### src/hw/mah_pkg.sv
package mah_pkg;
   localparam int RESULT_W = 10;
   localparam int SEL_W = 2;
   localparam int CLK_PERIOD_NS = 8;
   // longest conversion the converter may take
   localparam int CONV_MAX_NS = 900;
   localparam int CONV_MAX_CYC = (CONV_MAX_NS + CLK_PERIOD_NS - 1)
      / CLK_PERIOD_NS;
   // 800 kHz start rate gives a 1250 ns least start spacing
   localparam int START_PERIOD_NS = 1250;
   localparam int START_PERIOD_CYC = (START_PERIOD_NS + CLK_PERIOD_NS - 1)
      / CLK_PERIOD_NS;
   // strobe widths and setup around edges, in cycles
   localparam int SETUP_CYC = 2;
   localparam int STROBE_CYC = 4;
   localparam int CNT_W = 12;
   localparam logic [RESULT_W-1:0] CODE_MIN = 10'h000;
   localparam logic [RESULT_W-1:0] CODE_MAX = 10'h3ff;
   typedef logic [RESULT_W-1:0] mah_word_t;
endpackage : mah_pkg

### src/hw/mah_buf_if.sv
interface mah_buf_if;
   import mah_pkg::*;
   logic valid;
   logic ready;
   mah_word_t data;
   logic [SEL_W-1:0] chan;
   modport src (output valid, output data, output chan, input ready);
   modport dst (input valid, input data, input chan, output ready);
endinterface : mah_buf_if

### src/hw/mah_host.sv
module mah_host
   import mah_pkg::*;
#(
   parameter int NUM_CH = 4
)
(
   // system
   input wire logic mclk,
   input wire logic sys_rst,
   // user request
   input wire logic start_req,
   input wire logic [SEL_W-1:0] start_chan,
   output logic start_ready,
   // user result stream
   output logic res_valid,
   output mah_word_t res_data,
   output logic [SEL_W-1:0] res_chan,
   input wire logic res_ready,
   output logic timeout_err,
   // converter pins
   output logic chip_sel_n,
   output logic sample_hold_n,
   output logic read_n,
   output logic channel_select_lsb,
   output logic channel_select_msb,
   input wire logic conv_done_n,
   input wire logic [RESULT_W-1:0] result_bus
);
   import mah_pkg::*;

   typedef enum logic [2:0] {
      ST_IDLE = 3'b000,
      ST_SETUP = 3'b001,
      ST_SAMPLE = 3'b010,
      ST_WAIT = 3'b011,
      ST_READ = 3'b100,
      ST_RELEASE = 3'b101
   } mah_state_e;

   mah_state_e state;
   logic [CNT_W-1:0] step_cnt;
   logic [CNT_W-1:0] rate_cnt;
   logic [CNT_W-1:0] wait_cnt;
   logic [SEL_W-1:0] chan_hold;
   logic done_meta;
   logic done_sync;
   logic [RESULT_W-1:0] bus_meta;
   logic [RESULT_W-1:0] bus_sync;
   mah_buf_if buf_in ();
   mah_buf_if buf_out ();

   function automatic logic [SEL_W-1:0] mask_chan(input logic [SEL_W-1:0] c);
      // two inputs leave the upper select line unused; any other count below four leaves both unused
      if (NUM_CH >= 4)
         mask_chan = c;
      else if (NUM_CH == 2)
         mask_chan = {1'b0, c[0]};
      else
         mask_chan = '0;
   endfunction : mask_chan

   // pins come from another timing world: two flops before use
   always_ff @(posedge mclk)
   begin
      if (sys_rst)
      begin
         done_meta <= 1'b1;
         done_sync <= 1'b1;
         bus_meta <= '0;
         bus_sync <= '0;
      end
      else
      begin
         done_meta <= conv_done_n;
         done_sync <= done_meta;
         bus_meta <= result_bus;
         bus_sync <= bus_meta;
      end
   end

   // least spacing between starts
   always_ff @(posedge mclk)
   begin
      if (sys_rst)
         rate_cnt <= '0;
      else if (state == ST_SAMPLE && step_cnt == '0)
         rate_cnt <= CNT_W'(START_PERIOD_CYC - 1);
      else if (rate_cnt != '0)
         rate_cnt <= rate_cnt - 1'b1;
   end

   always_ff @(posedge mclk)
   begin
      if (sys_rst)
      begin
         state <= ST_IDLE;
         step_cnt <= '0;
         wait_cnt <= '0;
         chan_hold <= '0;
         chip_sel_n <= 1'b1;
         sample_hold_n <= 1'b1;
         read_n <= 1'b1;
         channel_select_lsb <= 1'b0;
         channel_select_msb <= 1'b0;
         timeout_err <= 1'b0;
      end
      else
      begin
         case (state)
            ST_IDLE:
            begin
               // one conversion at a time, spaced
               if (start_req && start_ready)
               begin
                  chan_hold <= mask_chan(start_chan);
                  {channel_select_msb, channel_select_lsb}
                     <= mask_chan(start_chan);
                  chip_sel_n <= 1'b0;
                  step_cnt <= CNT_W'(SETUP_CYC - 1);
                  state <= ST_SETUP;
               end
            end
            ST_SETUP:
            begin
               if (step_cnt == '0)
               begin
                  sample_hold_n <= 1'b0;
                  step_cnt <= CNT_W'(STROBE_CYC - 1);
                  state <= ST_SAMPLE;
               end
               else
                  step_cnt <= step_cnt - 1'b1;
            end
            ST_SAMPLE:
            begin
               // select lines stay put until sample/hold rises again
               if (step_cnt == '0)
               begin
                  sample_hold_n <= 1'b1;
                  chip_sel_n <= 1'b1;
                  // margin covers the two synchroniser flops
                  wait_cnt <= CNT_W'(CONV_MAX_CYC + SETUP_CYC);
                  state <= ST_WAIT;
               end
               else
                  step_cnt <= step_cnt - 1'b1;
            end
            ST_WAIT:
            begin
               if (!done_sync)
               begin
                  chip_sel_n <= 1'b0;
                  read_n <= 1'b0;
                  step_cnt <= CNT_W'(STROBE_CYC - 1);
                  state <= ST_READ;
               end
               else if (wait_cnt == '0)
               begin
                  // converter never answered: flag and give up
                  timeout_err <= 1'b1;
                  state <= ST_IDLE;
               end
               else
                  wait_cnt <= wait_cnt - 1'b1;
            end
            ST_READ:
            begin
               // bus sampled at the last strobe cycle after settling
               if (step_cnt == '0 && buf_in.ready)
               begin
                  read_n <= 1'b1;
                  chip_sel_n <= 1'b1;
                  state <= ST_RELEASE;
               end
               else if (step_cnt != '0)
                  step_cnt <= step_cnt - 1'b1;
            end
            ST_RELEASE:
            begin
               // wait for done to return high before the next start
               if (done_sync)
                  state <= ST_IDLE;
            end
            default:
               state <= ST_IDLE;
         endcase
      end
   end

   // result words are plain unsigned codes 0..1023, passed unchanged
   assign buf_in.valid = (state == ST_READ) && (step_cnt == '0);
   assign buf_in.data = bus_sync;
   assign buf_in.chan = chan_hold;

   mah_skid_buf u_buf (
      .mclk(mclk),
      .sys_rst(sys_rst),
      .in_side(buf_in.dst),
      .out_side(buf_out.src)
   );

   // output stage register keeps every result output on a flop
   always_ff @(posedge mclk)
   begin
      if (sys_rst)
      begin
         res_valid <= 1'b0;
         res_data <= CODE_MIN;
         res_chan <= '0;
      end
      else if (!res_valid || res_ready)
      begin
         res_valid <= buf_out.valid;
         res_data <= buf_out.data;
         res_chan <= buf_out.chan;
      end
   end
   assign buf_out.ready = !res_valid || res_ready;

   always_ff @(posedge mclk)
   begin
      if (sys_rst)
         start_ready <= 1'b0;
      else
         start_ready <= (state == ST_IDLE) && !(start_req && start_ready)
            && (rate_cnt <= CNT_W'(1));
   end

   // cycles since sample/hold was last low, saturating; the strobe itself
   // stays low for several cycles, so spacing is judged from the fall
   logic [CNT_W-1:0] gap_cnt;
   always_ff @(posedge mclk)
   begin
      if (sys_rst)
         gap_cnt <= CNT_W'(START_PERIOD_CYC);
      else if (!sample_hold_n)
         gap_cnt <= '0;
      else if (gap_cnt != CNT_W'(START_PERIOD_CYC))
         gap_cnt <= gap_cnt + 1'b1;
   end

   a_read_needs_cs: assert property (@(posedge mclk) disable iff (sys_rst)
      !read_n |-> !chip_sel_n)
      else $error("read strobe without chip select");
   a_sample_needs_cs: assert property (@(posedge mclk) disable iff (sys_rst)
      !sample_hold_n |-> !chip_sel_n)
      else $error("sample strobe without chip select");
   a_chan_held: assert property (@(posedge mclk) disable iff (sys_rst)
      $fell(sample_hold_n) |=> $stable(channel_select_lsb)
         && $stable(channel_select_msb))
      else $error("select lines moved at sample edge");
   a_read_after_done: assert property (@(posedge mclk) disable iff (sys_rst)
      $fell(read_n) |-> !done_sync)
      else $error("read before conversion done");
   a_start_spacing: assert property (@(posedge mclk) disable iff (sys_rst)
      $fell(sample_hold_n)
         |-> gap_cnt >= CNT_W'(START_PERIOD_CYC - STROBE_CYC))
      else $error("starts too close");
   a_chan_width: assert property (@(posedge mclk) disable iff (sys_rst)
      (NUM_CH < 4) |-> !channel_select_msb)
      else $error("unused select line driven");
   a_wait_bound: assert property (@(posedge mclk) disable iff (sys_rst)
      (state == ST_WAIT) |-> wait_cnt <= CNT_W'(CONV_MAX_CYC + SETUP_CYC))
      else $error("conversion wait too long");
   a_read_len: assert property (@(posedge mclk) disable iff (sys_rst)
      $fell(read_n) |-> !read_n [*4])
      else $error("read strobe too short");
endmodule : mah_host

### src/hw/mah_skid_buf.sv
module mah_skid_buf
   import mah_pkg::*;
(
   input wire logic mclk,
   input wire logic sys_rst,
   mah_buf_if.dst in_side,
   mah_buf_if.src out_side
);
   // two entries: a receiver stall never drops a result
   mah_word_t mem_data [2];
   logic [SEL_W-1:0] mem_chan [2];
   logic wr_ptr;
   logic rd_ptr;
   logic [1:0] count;
   logic push;
   logic pop;

   assign in_side.ready = (count != 2'd2);
   assign out_side.valid = (count != 2'd0);
   assign out_side.data = mem_data[rd_ptr];
   assign out_side.chan = mem_chan[rd_ptr];
   assign push = in_side.valid && in_side.ready;
   assign pop = out_side.valid && out_side.ready;

   always_ff @(posedge mclk)
   begin
      if (push)
      begin
         mem_data[wr_ptr] <= in_side.data;
         mem_chan[wr_ptr] <= in_side.chan;
      end
   end

   always_ff @(posedge mclk)
   begin
      if (sys_rst)
      begin
         wr_ptr <= 1'b0;
         rd_ptr <= 1'b0;
         count <= 2'd0;
      end
      else
      begin
         if (push)
            wr_ptr <= ~wr_ptr;
         if (pop)
            rd_ptr <= ~rd_ptr;
         count <= count + {1'b0, push} - {1'b0, pop};
      end
   end

   a_count_bound: assert property (@(posedge mclk) disable iff (sys_rst)
      count <= 2'd2)
      else $error("buffer count above two");
   a_full_no_ready: assert property (@(posedge mclk) disable iff (sys_rst)
      (count == 2'd2) |-> !in_side.ready)
      else $error("ready while full");
endmodule : mah_skid_buf

### config.mk
export PLATFORM = sky130hd
export DESIGN_NAME = mah_host
export DESIGN_NICKNAME = d
export VERILOG_FILES = /design/src/hw/mah_pkg.sv /design/src/hw/mah_buf_if.sv /design/src/hw/mah_host.sv /design/src/hw/mah_skid_buf.sv
export SDC_FILE = /design/constraint.sdc
export NUM_CORES = 1
export LEC_CHECK = 0
export BUFFER_PORTS_ARGS = -buffer_cell sky130_fd_sc_hd__buf_4
export CAP_MARGIN = 20
export CELL_PAD_IN_SITES_DETAIL_PLACEMENT = 2
export CELL_PAD_IN_SITES_GLOBAL_PLACEMENT = 2
export CORE_UTILIZATION = 41
export DETAILED_ROUTE_END_ITERATION = 7
export PLACE_DENSITY_LB_ADDON = 0.1
export SLEW_MARGIN = 20
export SYNTH_ARGS = -nofsm -noshare
export SYNTH_HDL_FRONTEND = slang
export SYNTH_SLANG_ARGS = --single-unit
### constraint.sdc
create_clock -name mclk -period 5.4 [get_ports mclk]
set_clock_uncertainty 0.15 [all_clocks]
set_input_delay 0.27 -clock mclk [delete_from_list [all_inputs] [get_ports mclk]]
set_output_delay 0.27 -clock mclk [all_outputs]
set_load 0.02 [all_outputs]
==> impl_metrics.toml, run 1 <==
[run_status]
status = "finished clean"

[synthesis]
ys_types = 53
netlist.area_leader.share = 0.384
synth-edff-count = 24
yosys.area.top_type = "dfxtp_1"
ys_seq_elements = 109
synthCells = 425
seq_area_frac_synth = 0.547
synth_xor_area_frac = 0.0554
yosys_warnings = 0
avgSynthCellArea_um2 = 10.4
syn_area_um2 = 4430
synth_mux_area_frac = 0.0317
syn-num-nets = 449
synth_top_family_by_area = "simple AND/OR/NAND/NOR gates"
synth_compound_area_frac = 0.111
yosys-top-cells-area = "dfxtp_1 38%, edfxtp_1 16%, nor2_1 4.8%"
async_reset_ff_frac = 0
synth_adder_area_share = 0.0198
synth_simple_gate_area_frac = 0.203
synth-main-ff-cell = "dfxtp_1"

[setup_path]
slowest_delay_ns = 0.60
crit_fanout = 12
r2r_slack_ns = 2.44
cp-end-kind = "flop"
worstPathRequired_ns = 5.27
worstSetupStartpointType = "flop"
r2r_cells = 6
critPathArrivalTime_ns = 2.84
critPathSlowestCell = "and2_1"
cp_cell_sequence = "inv_1 > ha_1 > nor4b_4 > nand3_1 > nor3_1 > and2_1"
setup.worst_path.class = "reg2reg"
r2r_end = "u_buf.mem_data[1][4]$_DFFE_PP_"
endpoint = "u_buf.mem_data[1][4]$_DFFE_PP_"
r2r_start = "step_cnt[0]$_SDFFE_PP0P_"
startpoint = "step_cnt[0]$_SDFFE_PP0P_"

[timing]
tns_ns = 0
report.final.slew_viol_count = 0
hold_viol_final = 0
grt_setup_unrepaired = "false"
slew_headroom = 0.393
worst-slew-pin-transition_ns = 0.911
fmax_mhz = 337
setup_violations = 0
fin_ws_ns = 2.44
period_needed_ns = 2.96
fin_crit_sh = 0.549

[place]
place_ws_ns = 2.52
gp_congestion = 0.713
dp_hpwl_um = 6730
dpl-instance-area_um2 = 4790
port_buffers = 36

[finish]
fill_cells = 1077
drive_gt1_frac = 0.139
diodes = 0
design_area_um2 = 5120
nNetsFinal = 487
layout-area-overhead-vs-synth_pct = 15.6

[floorplanning]
die_width_um = 106
ioPinCount = 37
start_util = 0.425
die_height_um = 106
rows = 37
core_area_um2 = 10400
dieArea_um2 = 11200

[clocking]
cts_sinks = 109
cts_max_path_buffers = 2
cts.clk_slew.worst_paths_ns = 0.10
root_buffer = "clkbuf_8"
post_cts_buffers = 0
ctsHtreeMaxLevel = 3
cts_resized = 0
cts_hold_buf = 11
clk_latency_ns = 0.38
tritoncts = "done"
cts_buffers = 9

[grt]
grt_pass1_wl_um = 17400
grt_max_degree = 60
grt_pass1_vias = 3447
grt_usage = 0.201
antenna_found_initial = 0
overflow = 0

[routing]
firstDrtPassIters = 4
via_per_inst = 5.39
finalWirelength_um = 10400
num_vias = 3254
ant_nets = 0
wl_per_cell_um = 17.3
drc = 0
initialDrtViolationCount = 80

[power_and_ir_drop]
irDropWorstVdd_uv = 201
p_leak_uw = 0.00194
power_density_nw_per_um2 = 506

[run]
maxCapViolations = 0

[hold_path]
whs_path_depth = 2
hold_class = "in2reg"
hold_start = "result_bus[2]"
==> report_power, final <==
| part | internal (uW) | switching [uW] | leakage [uW] |
|---|---|---|---|
| registers | 944 | 155 | 0.000918 |
| clock network | 265 | 285 | 0.000109 |
| logic | 413 | 523 | 0.000915 |
| total | 1620 | 964 | 0.00194 |
==> through the flow <==
step	util	hold WS, ns	total power (uW)	std cells
floorplan	-	0.224	1800	425
global placement	0.460	0.250	2000	577
detailed placement	0.460	0.268	2040	577
CTS	0.491	0.0253	2620	604
global route	0.491	0.0215	2770	604
finish	0.491	0.0328	2590	604
==> critical path, delay by kind of cell, from the launching register on <==
family | cells | cell delay (ns)
fa+ha+maj | 1 | 0.20
buf+inv | 1 | 0.07
flops | 1 | 0.36
simple gates | 4 | 1.84
==> registers in the layout (all words and copies together), names as in the netlist, 4 cells and up <==
name / flops
u_buf.mem_data: 20
rate_cnt: 12
step_cnt: 12
wait_cnt: 12
buf_in.data: 10
bus_meta: 10
res_data: 10
u_buf.mem_chan: 4
==> cells in the mapped netlist, types with 2 or more instances <==
master,number
a2111oi_0,2
a211oi_1,17
a21o_1,2
a21oi_1,18
a31oi_1,8
and2_1,4
buf_1,2
buf_2,5
clkbuf_1,13
dfxtp_1,85
edfxtp_1,24
ha_1,7
inv_1,11
mux2i_1,14
nand2_1,13
nand2b_1,7
nand3_1,9
nand3b_1,2
nand4_1,4
nand4b_1,4
nor2_1,57
nor2b_1,26
nor3_1,10
nor3b_1,2
nor4_1,6
o21ai_0,6
o311ai_0,2
o31ai_1,6
or2_2,4
or3_1,2
or4_1,5
xnor2_1,11
xor2_1,17
==> metal layers <==
layer / global-route usage / part of all wire / vias to the layer above / wire length (um)
li1: - / - / 1583 / -
met1: 0.241 / 0.45 / 1614 / 4670
met2: 0.359 / 0.52 / 43 / 5380
met3: 0.0258 / 0.021 / 14 / 219
met4: 0.0903 / 0.016 / 0 / 170
met5: 0 / 0 / - / 0
==> worst min-delay path by stage <==
stage	endpoint	slack (ns)
2_1_floorplan	done_meta$_SDFF_PP1_	0.22
3_3_place_gp	done_sync$_SDFF_PP1_	0.25
3_5_place_dp	done_sync$_SDFF_PP1_	0.27
4_1_cts	bus_meta[2]$_SDFF_PP0_	0.03
5_1_grt	bus_meta[2]$_SDFF_PP0_	0.02
6_report	bus_meta[2]$_SDFF_PP0_	0.03
==> layout by cell type (no fill, tap or decap), types with 11 or more instances in the layout <==
cell,count
nand2_1,13
inv_1,11
dfxtp_1,85
dlygate4sd3_1,11
nor2b_1,26
xor2_1,17
nor2_1,57
a21oi_1,18
a211oi_1,17
xnor2_1,11
buf_4,38
edfxtp_1,24
mux2i_1,14
==> layout make-up <==
class	instances	area [um2]	area share
flip-flops and latches	109	2420	0.473
multi-input cells	283	1870	0.365
repair buffers	49	395	0.0773
well taps	136	170	0.0333
clock buffers	10	128	0.0249
clock inverters	6	90.1	0.0176
inverters	11	41.3	0.00807
==> cell families after synthesis <==
logic type	count (synthesis)
buffers and inverters	33
muxes	14
AOI/OAI and AO/OA	70
DFF	109
and+or+nand+nor	164
xor gates and xnor gates	28
adders and majority gates	7
No activity file was read; power rests on OpenSTA's default activity.
==> run 2: changes to the inputs <==
Settings changed: CORE_UTILIZATION 41 to 38.
Clock period 5.4 ns to 3 ns, I/O delays scaled along.
==> run 2 against run 1 <==
Sequential share of layout area shrank 1.6 points. First-iteration DRC count grew 19%. Critical path depth grew 4. Critical endpoint is now u_buf.count[1]$_SDFF_PP0_. Critical path type unchanged. Wire length grew 1.8%. Clock power grew 110%. Maximum frequency grew 15%. Setup slack lost 2.0 ns.
==> impl_metrics.toml, run 2 (synthesized netlist as in run 1, its figures left out) <==
[run_status]
status = "finished clean"

[timing]
period_needed_ns = 2.57
fin_crit_sh = 0.856
fmax_mhz = 389
slew_headroom = 0.499
tns_ns = 0
worst-slew-pin-transition_ns = 0.742
holdWs_ns = 0.129
report.final.slew_viol_count = 0
grt_setup_unrepaired = "false"
hold_viol_final = 0
setup_violations = 0

[finish]
final_util = 0.466
diodes = 0
fill_cells = 1202
largest_reg_flops = 20
layout-area-overhead-vs-synth_pct = 19.6
final_cell_mix = "85 x dfxtp_1, 57 x nor2_1, 48 x buf_4"
nNetsFinal = 499
top_register = "u_buf.mem_data"
drive_gt1_frac = 0.156
layout_commonest_cell = "dfxtp_1"

[routing]
drc = 0
via_per_inst = 5.21
firstDrtPassIters = 4
num_vias = 3245
ant_nets = 0
initialDrtViolationCount = 95
wl_per_cell_um = 17.1
finalWirelength_um = 10600

[power_and_ir_drop]
irDropWorstVdd_uv = 496
p_leak_uw = 0.00203
switching_share = 0.362
pwr-share-comb = 0.366
switchingPower_uw = 1780
internal_power_uw = 3150
p_seq_frac = 0.394
power_uw = 4930
clkPwrFrac = 0.240
power_density_nw_per_um2 = 931

[clocking]
cts_sinks = 109
root_buffer = "clkbuf_16"
cts_resized = 0
tritoncts = "done"
ctsHtreeMaxLevel = 3
cts.clk_slew.worst_paths_ns = 0.07
cts_max_path_buffers = 2
clk_latency_ns = 0.35
cts_buffers = 9

[setup_path]
critPathArrivalTime_ns = 2.63
r2r_slack_ns = 0.43
cp_cell_sequence = "inv_1 > ha_1 > nor4b_4 > nand3_1 > nor3_1 > buf_4 > ha_1 > xor2_1 > xnor2_1 > nor2_1"
crit_fanout = 6
cpLargestDelayFamily = "simple AND/OR/NAND/NOR gates"
critPathSlowestCell = "nor4b_4"
worstSetupStartpointType = "flop"
r2r_cells = 10
cp_common_cell = "ha_1"
worstPathRequired_ns = 3.06
slowest_delay_ns = 0.36
crit_buf_inv = 2
cp-end-kind = "flop"
setup.worst_path.class = "reg2reg"
r2r_start = "step_cnt[0]$_SDFFE_PP0P_"
r2r_end = "u_buf.count[1]$_SDFF_PP0_"

[floorplanning]
dieArea_um2 = 12100
die_width_um = 110
rows = 39
ioPinCount = 37
start_util = 0.389
die_height_um = 110
core_area_um2 = 11400

[place]
dp_hpwl_um = 7040
port_buffers = 36
gp_congestion = 0.746

[hold_path]
hold_start = "start_req"
hold_class = "in2reg"
whs_endpoint = "start_ready$_SDFF_PP0_"
whs_path_depth = 3

[grt]
grt_max_degree = 60
grt_pass1_vias = 3494
grt_usage = 0.194
antenna_found_initial = 0
overflow = 0
grt_pass1_wl_um = 17600

[run]
maxCapViolations = 0
run 2: cell type report:
class,count,area (um2),area share
clock buffer,11,233,0.0439
clock inverter,5,61.3,0.0116
inverter,11,41.3,0.00780
multi-input combinational,283,1870,0.353
sequential,109,2420,0.457
tap,143,179,0.0338
timing repair buffer,61,490,0.0926
run 2: how the worst max path moves through the flow:
stage	from	to	depth (start not counted)
after floorplan	step_cnt[0]$_SDFFE_PP0P_	u_buf.mem_chan[0][0]$_DFFE_PP_	5
after global placement	step_cnt[0]$_SDFFE_PP0P_	u_buf.mem_data[1][8]$_DFFE_PP_	6
after detailed placement	step_cnt[0]$_SDFFE_PP0P_	u_buf.mem_data[1][1]$_DFFE_PP_	6
after CTS	step_cnt[0]$_SDFFE_PP0P_	u_buf.count[1]$_SDFF_PP0_	10
after global routing	step_cnt[0]$_SDFFE_PP0P_	u_buf.count[1]$_SDFF_PP0_	10
final	step_cnt[0]$_SDFFE_PP0P_	u_buf.count[1]$_SDFF_PP0_	10
run 2: routing by layer:
layer | global-route usage | vias up | share of wire
li1 | - | 1611 | -
met1 | 0.235 | 1591 | 0.45
met2 | 0.335 | 31 | 0.51
met3 | 0.0533 | 12 | 0.027
met4 | 0.0552 | 0 | 0.011
met5 | 0 | - | 0
run 2: repair_timing:
action                                  CTS  global route
endpoints found under the setup margin    0             0
endpoints found under the hold margin    13             0
hold buffers                             13             0
buffers inserted                          0             0
run 2: worst min-delay path: stages:
cell	delay, ns
buf_4	0.10
a2111oi_2	0.12
and4_1	0.22
run 2: power groups by stage:
stage	Clock, uW	Sequential (uW)	Combinational, uW
final	1180	1940	1810
after global routing	1280	1980	2020
after CTS	1220	1940	1830
after detailed placement	0	1980	1790
after global placement	0	1960	1710
after floorplan	0	1930	1310
run 2: stage by stage:
stage,worst slack [ns],cells,instance area (um2)
after floorplan,0.128,425,4430
after global placement,0.576,594,4870
after detailed placement,0.494,594,4870
after CTS,0.396,623,5300
after global routing,0.232,623,5300
final,0.433,623,5300
==> run 3: changes to the inputs <==
Settings changed: CELL_PAD_IN_SITES_DETAIL_PLACEMENT 2 to 0, PLACE_DENSITY_LB_ADDON 0.1 to 0.08.
==> run 3 against run 2 <==
Global-route usage shrank 4.2 points. Critical path depth shrank 1. Flip-flop and latch count is the same. Clock-buffer cell count shrank 1. Combinational power shrank 6%. Sequential share of layout area shrank 0.054 points. Non-clock buffer count is the same. Design area grew 0.12%. Cell count is the same. Wire length shrank 20%. Highest routed layer unchanged.
==> impl_metrics.toml, run 3 (synthesized netlist as in run 1, its figures left out) <==
[run_status]
status = "finished clean"

[timing]
grt_setup_unrepaired = "false"
hold_viol_final = 0
fin_ws_ns = 0.517
worst-slew-pin-transition_ns = 0.783
holdWs_ns = 0.129
setup_violations = 0
slew_headroom = 0.477
fmax_mhz = 403
period_needed_ns = 2.48
fin_crit_sh = 0.828
report.final.slew_viol_count = 0
tns_ns = 0

[power_and_ir_drop]
switchingPower_uw = 1700
switching_share = 0.350
internal_power_uw = 3150
pwr-share-comb = 0.353
p_leak_uw = 0.00204
clkPwrFrac = 0.247
irDropWorstVdd_uv = 550
p_seq_frac = 0.399
power_density_nw_per_um2 = 914

[clocking]
cts_sinks = 109
cts_hold_buf = 13
post_cts_buffers = 0
cts_resized = 0
root_buffer = "clkbuf_16"
ctsHtreeMaxLevel = 3
cts_buffers = 9
cts.clk_slew.worst_paths_ns = 0.07
tritoncts = "done"
clk_latency_ns = 0.35
cts_max_path_buffers = 2

[finish]
final_cell_mix = "85 x dfxtp_1, 57 x nor2_1, 48 x buf_4"
layout_commonest_cell = "dfxtp_1"
final_cells = 623
drive_gt1_frac = 0.158
largest_reg_flops = 20
nNetsFinal = 499
diodes = 0
layout-area-overhead-vs-synth_pct = 19.8
final_util = 0.466
top_register = "u_buf.mem_data"

[routing]
ant_nets = 0
drc = 0
num_vias = 3052
finalWirelength_um = 8480
wl_met3_um = 316
topRoutingLayerUsed = "met4"
wl_met1_um = 4120
firstDrtPassIters = 4
dr_wl_met2_um = 3950
via_per_inst = 4.90
wl_per_cell_um = 13.6
initialDrtViolationCount = 139

[setup_path]
critPathArrivalTime_ns = 2.55
slowest_delay_ns = 0.46
setup.worst_path.class = "reg2reg"
worstPathRequired_ns = 3.07
critPathSlowestCell = "nor3_1"
worstSetupStartpointType = "flop"
cp_common_cell = "ha_1"
cp-end-kind = "flop"
cp_cell_sequence = "inv_1 > ha_1 > nor4b_4 > nand3_1 > nor3_1 > ha_1 > xor2_1 > xnor2_1 > nor2_1"
crit_fanout = 6

[run]
maxCapViolations = 0

[grt]
grt_pass1_wl_um = 13800
grt_usage = 0.152
grt_max_degree = 60
grt_pass1_vias = 2833
antenna_found_initial = 0
overflow = 0

[place]
place_inst = 594
gp_congestion = 0.713
port_buffers = 36
dp_hpwl_um = 5630
place_ws_ns = 0.499

[floorplanning]
die_width_um = 110
rows = 39
die_height_um = 110
dieArea_um2 = 12100
start_util = 0.389
ioPinCount = 37
core_area_um2 = 11400

[hold_path]
hold_class = "in2reg"
-- run 3: changes by cell type in the layout (fill, tap and decap cells not counted), sizes merged --
cell	previous run	this run
clkbuf	11	10
clkinv	4	2
clkinvlp	0	1
inv	11	13
-- run 3: metal layers --
layer / track usage / up-vias
met2: 0.244 / 37
met1: 0.192 / 1396
met3: 0.0539 / 7
met5: 0 / -
li1: - / 1612
met4: 0.0457 / 0
-- run 3: final cells by class --
class	instances	area, um2
clock buffers	10	229
multi-input cells	283	1870
well taps	143	179
clock inverters	6	71.3
flip-flops and latches	109	2420
fillers	1092	6070
repair buffers	61	490
inverters	11	41.3
-- run 3: worst max-delay path: cells and delay by family, from the launching register on --
kind / cells / cell delay [ns]
simple gates: 4 / 1.07
fa+ha+maj: 2 / 0.43
flops: 1 / 0.34
xor+xnor: 2 / 0.30
buf+inv: 1 / 0.07
-- run 3: path summary, 6_finish.rpt --
kind	startpoint	end	slack, ns	cells past startpoint
worst max-delay path	step_cnt[0]$_SDFFE_PP0P_	u_buf.count[1]$_SDFF_PP0_	0.52	9
worst min-delay path	start_req	start_ready$_SDFF_PP0_	0.13	3
worst max register to register	step_cnt[0]$_SDFFE_PP0P_	u_buf.count[1]$_SDFF_PP0_	0.52	9
worst min register to register	done_meta$_SDFF_PP1_	done_sync$_SDFF_PP1_	0.27	1
-- run 3: power by group through the flow --
stage	Sequential, uW	Clock (uW)	Combinational [uW]
finish	1940	1200	1710
global route	1970	1300	1930
CTS	1940	1240	1740
detailed placement	1970	0	1710
global placement	1970	0	1710
floorplan	1930	0	1310
-- run 3: through the flow --
stage                     area [um2]  power (uW)
after floorplan                 4430        3240
after global placement          4870        3680
after detailed placement        4870        3690
after CTS                       5300        4920
after global routing            5300        5200
final                           5300        4850
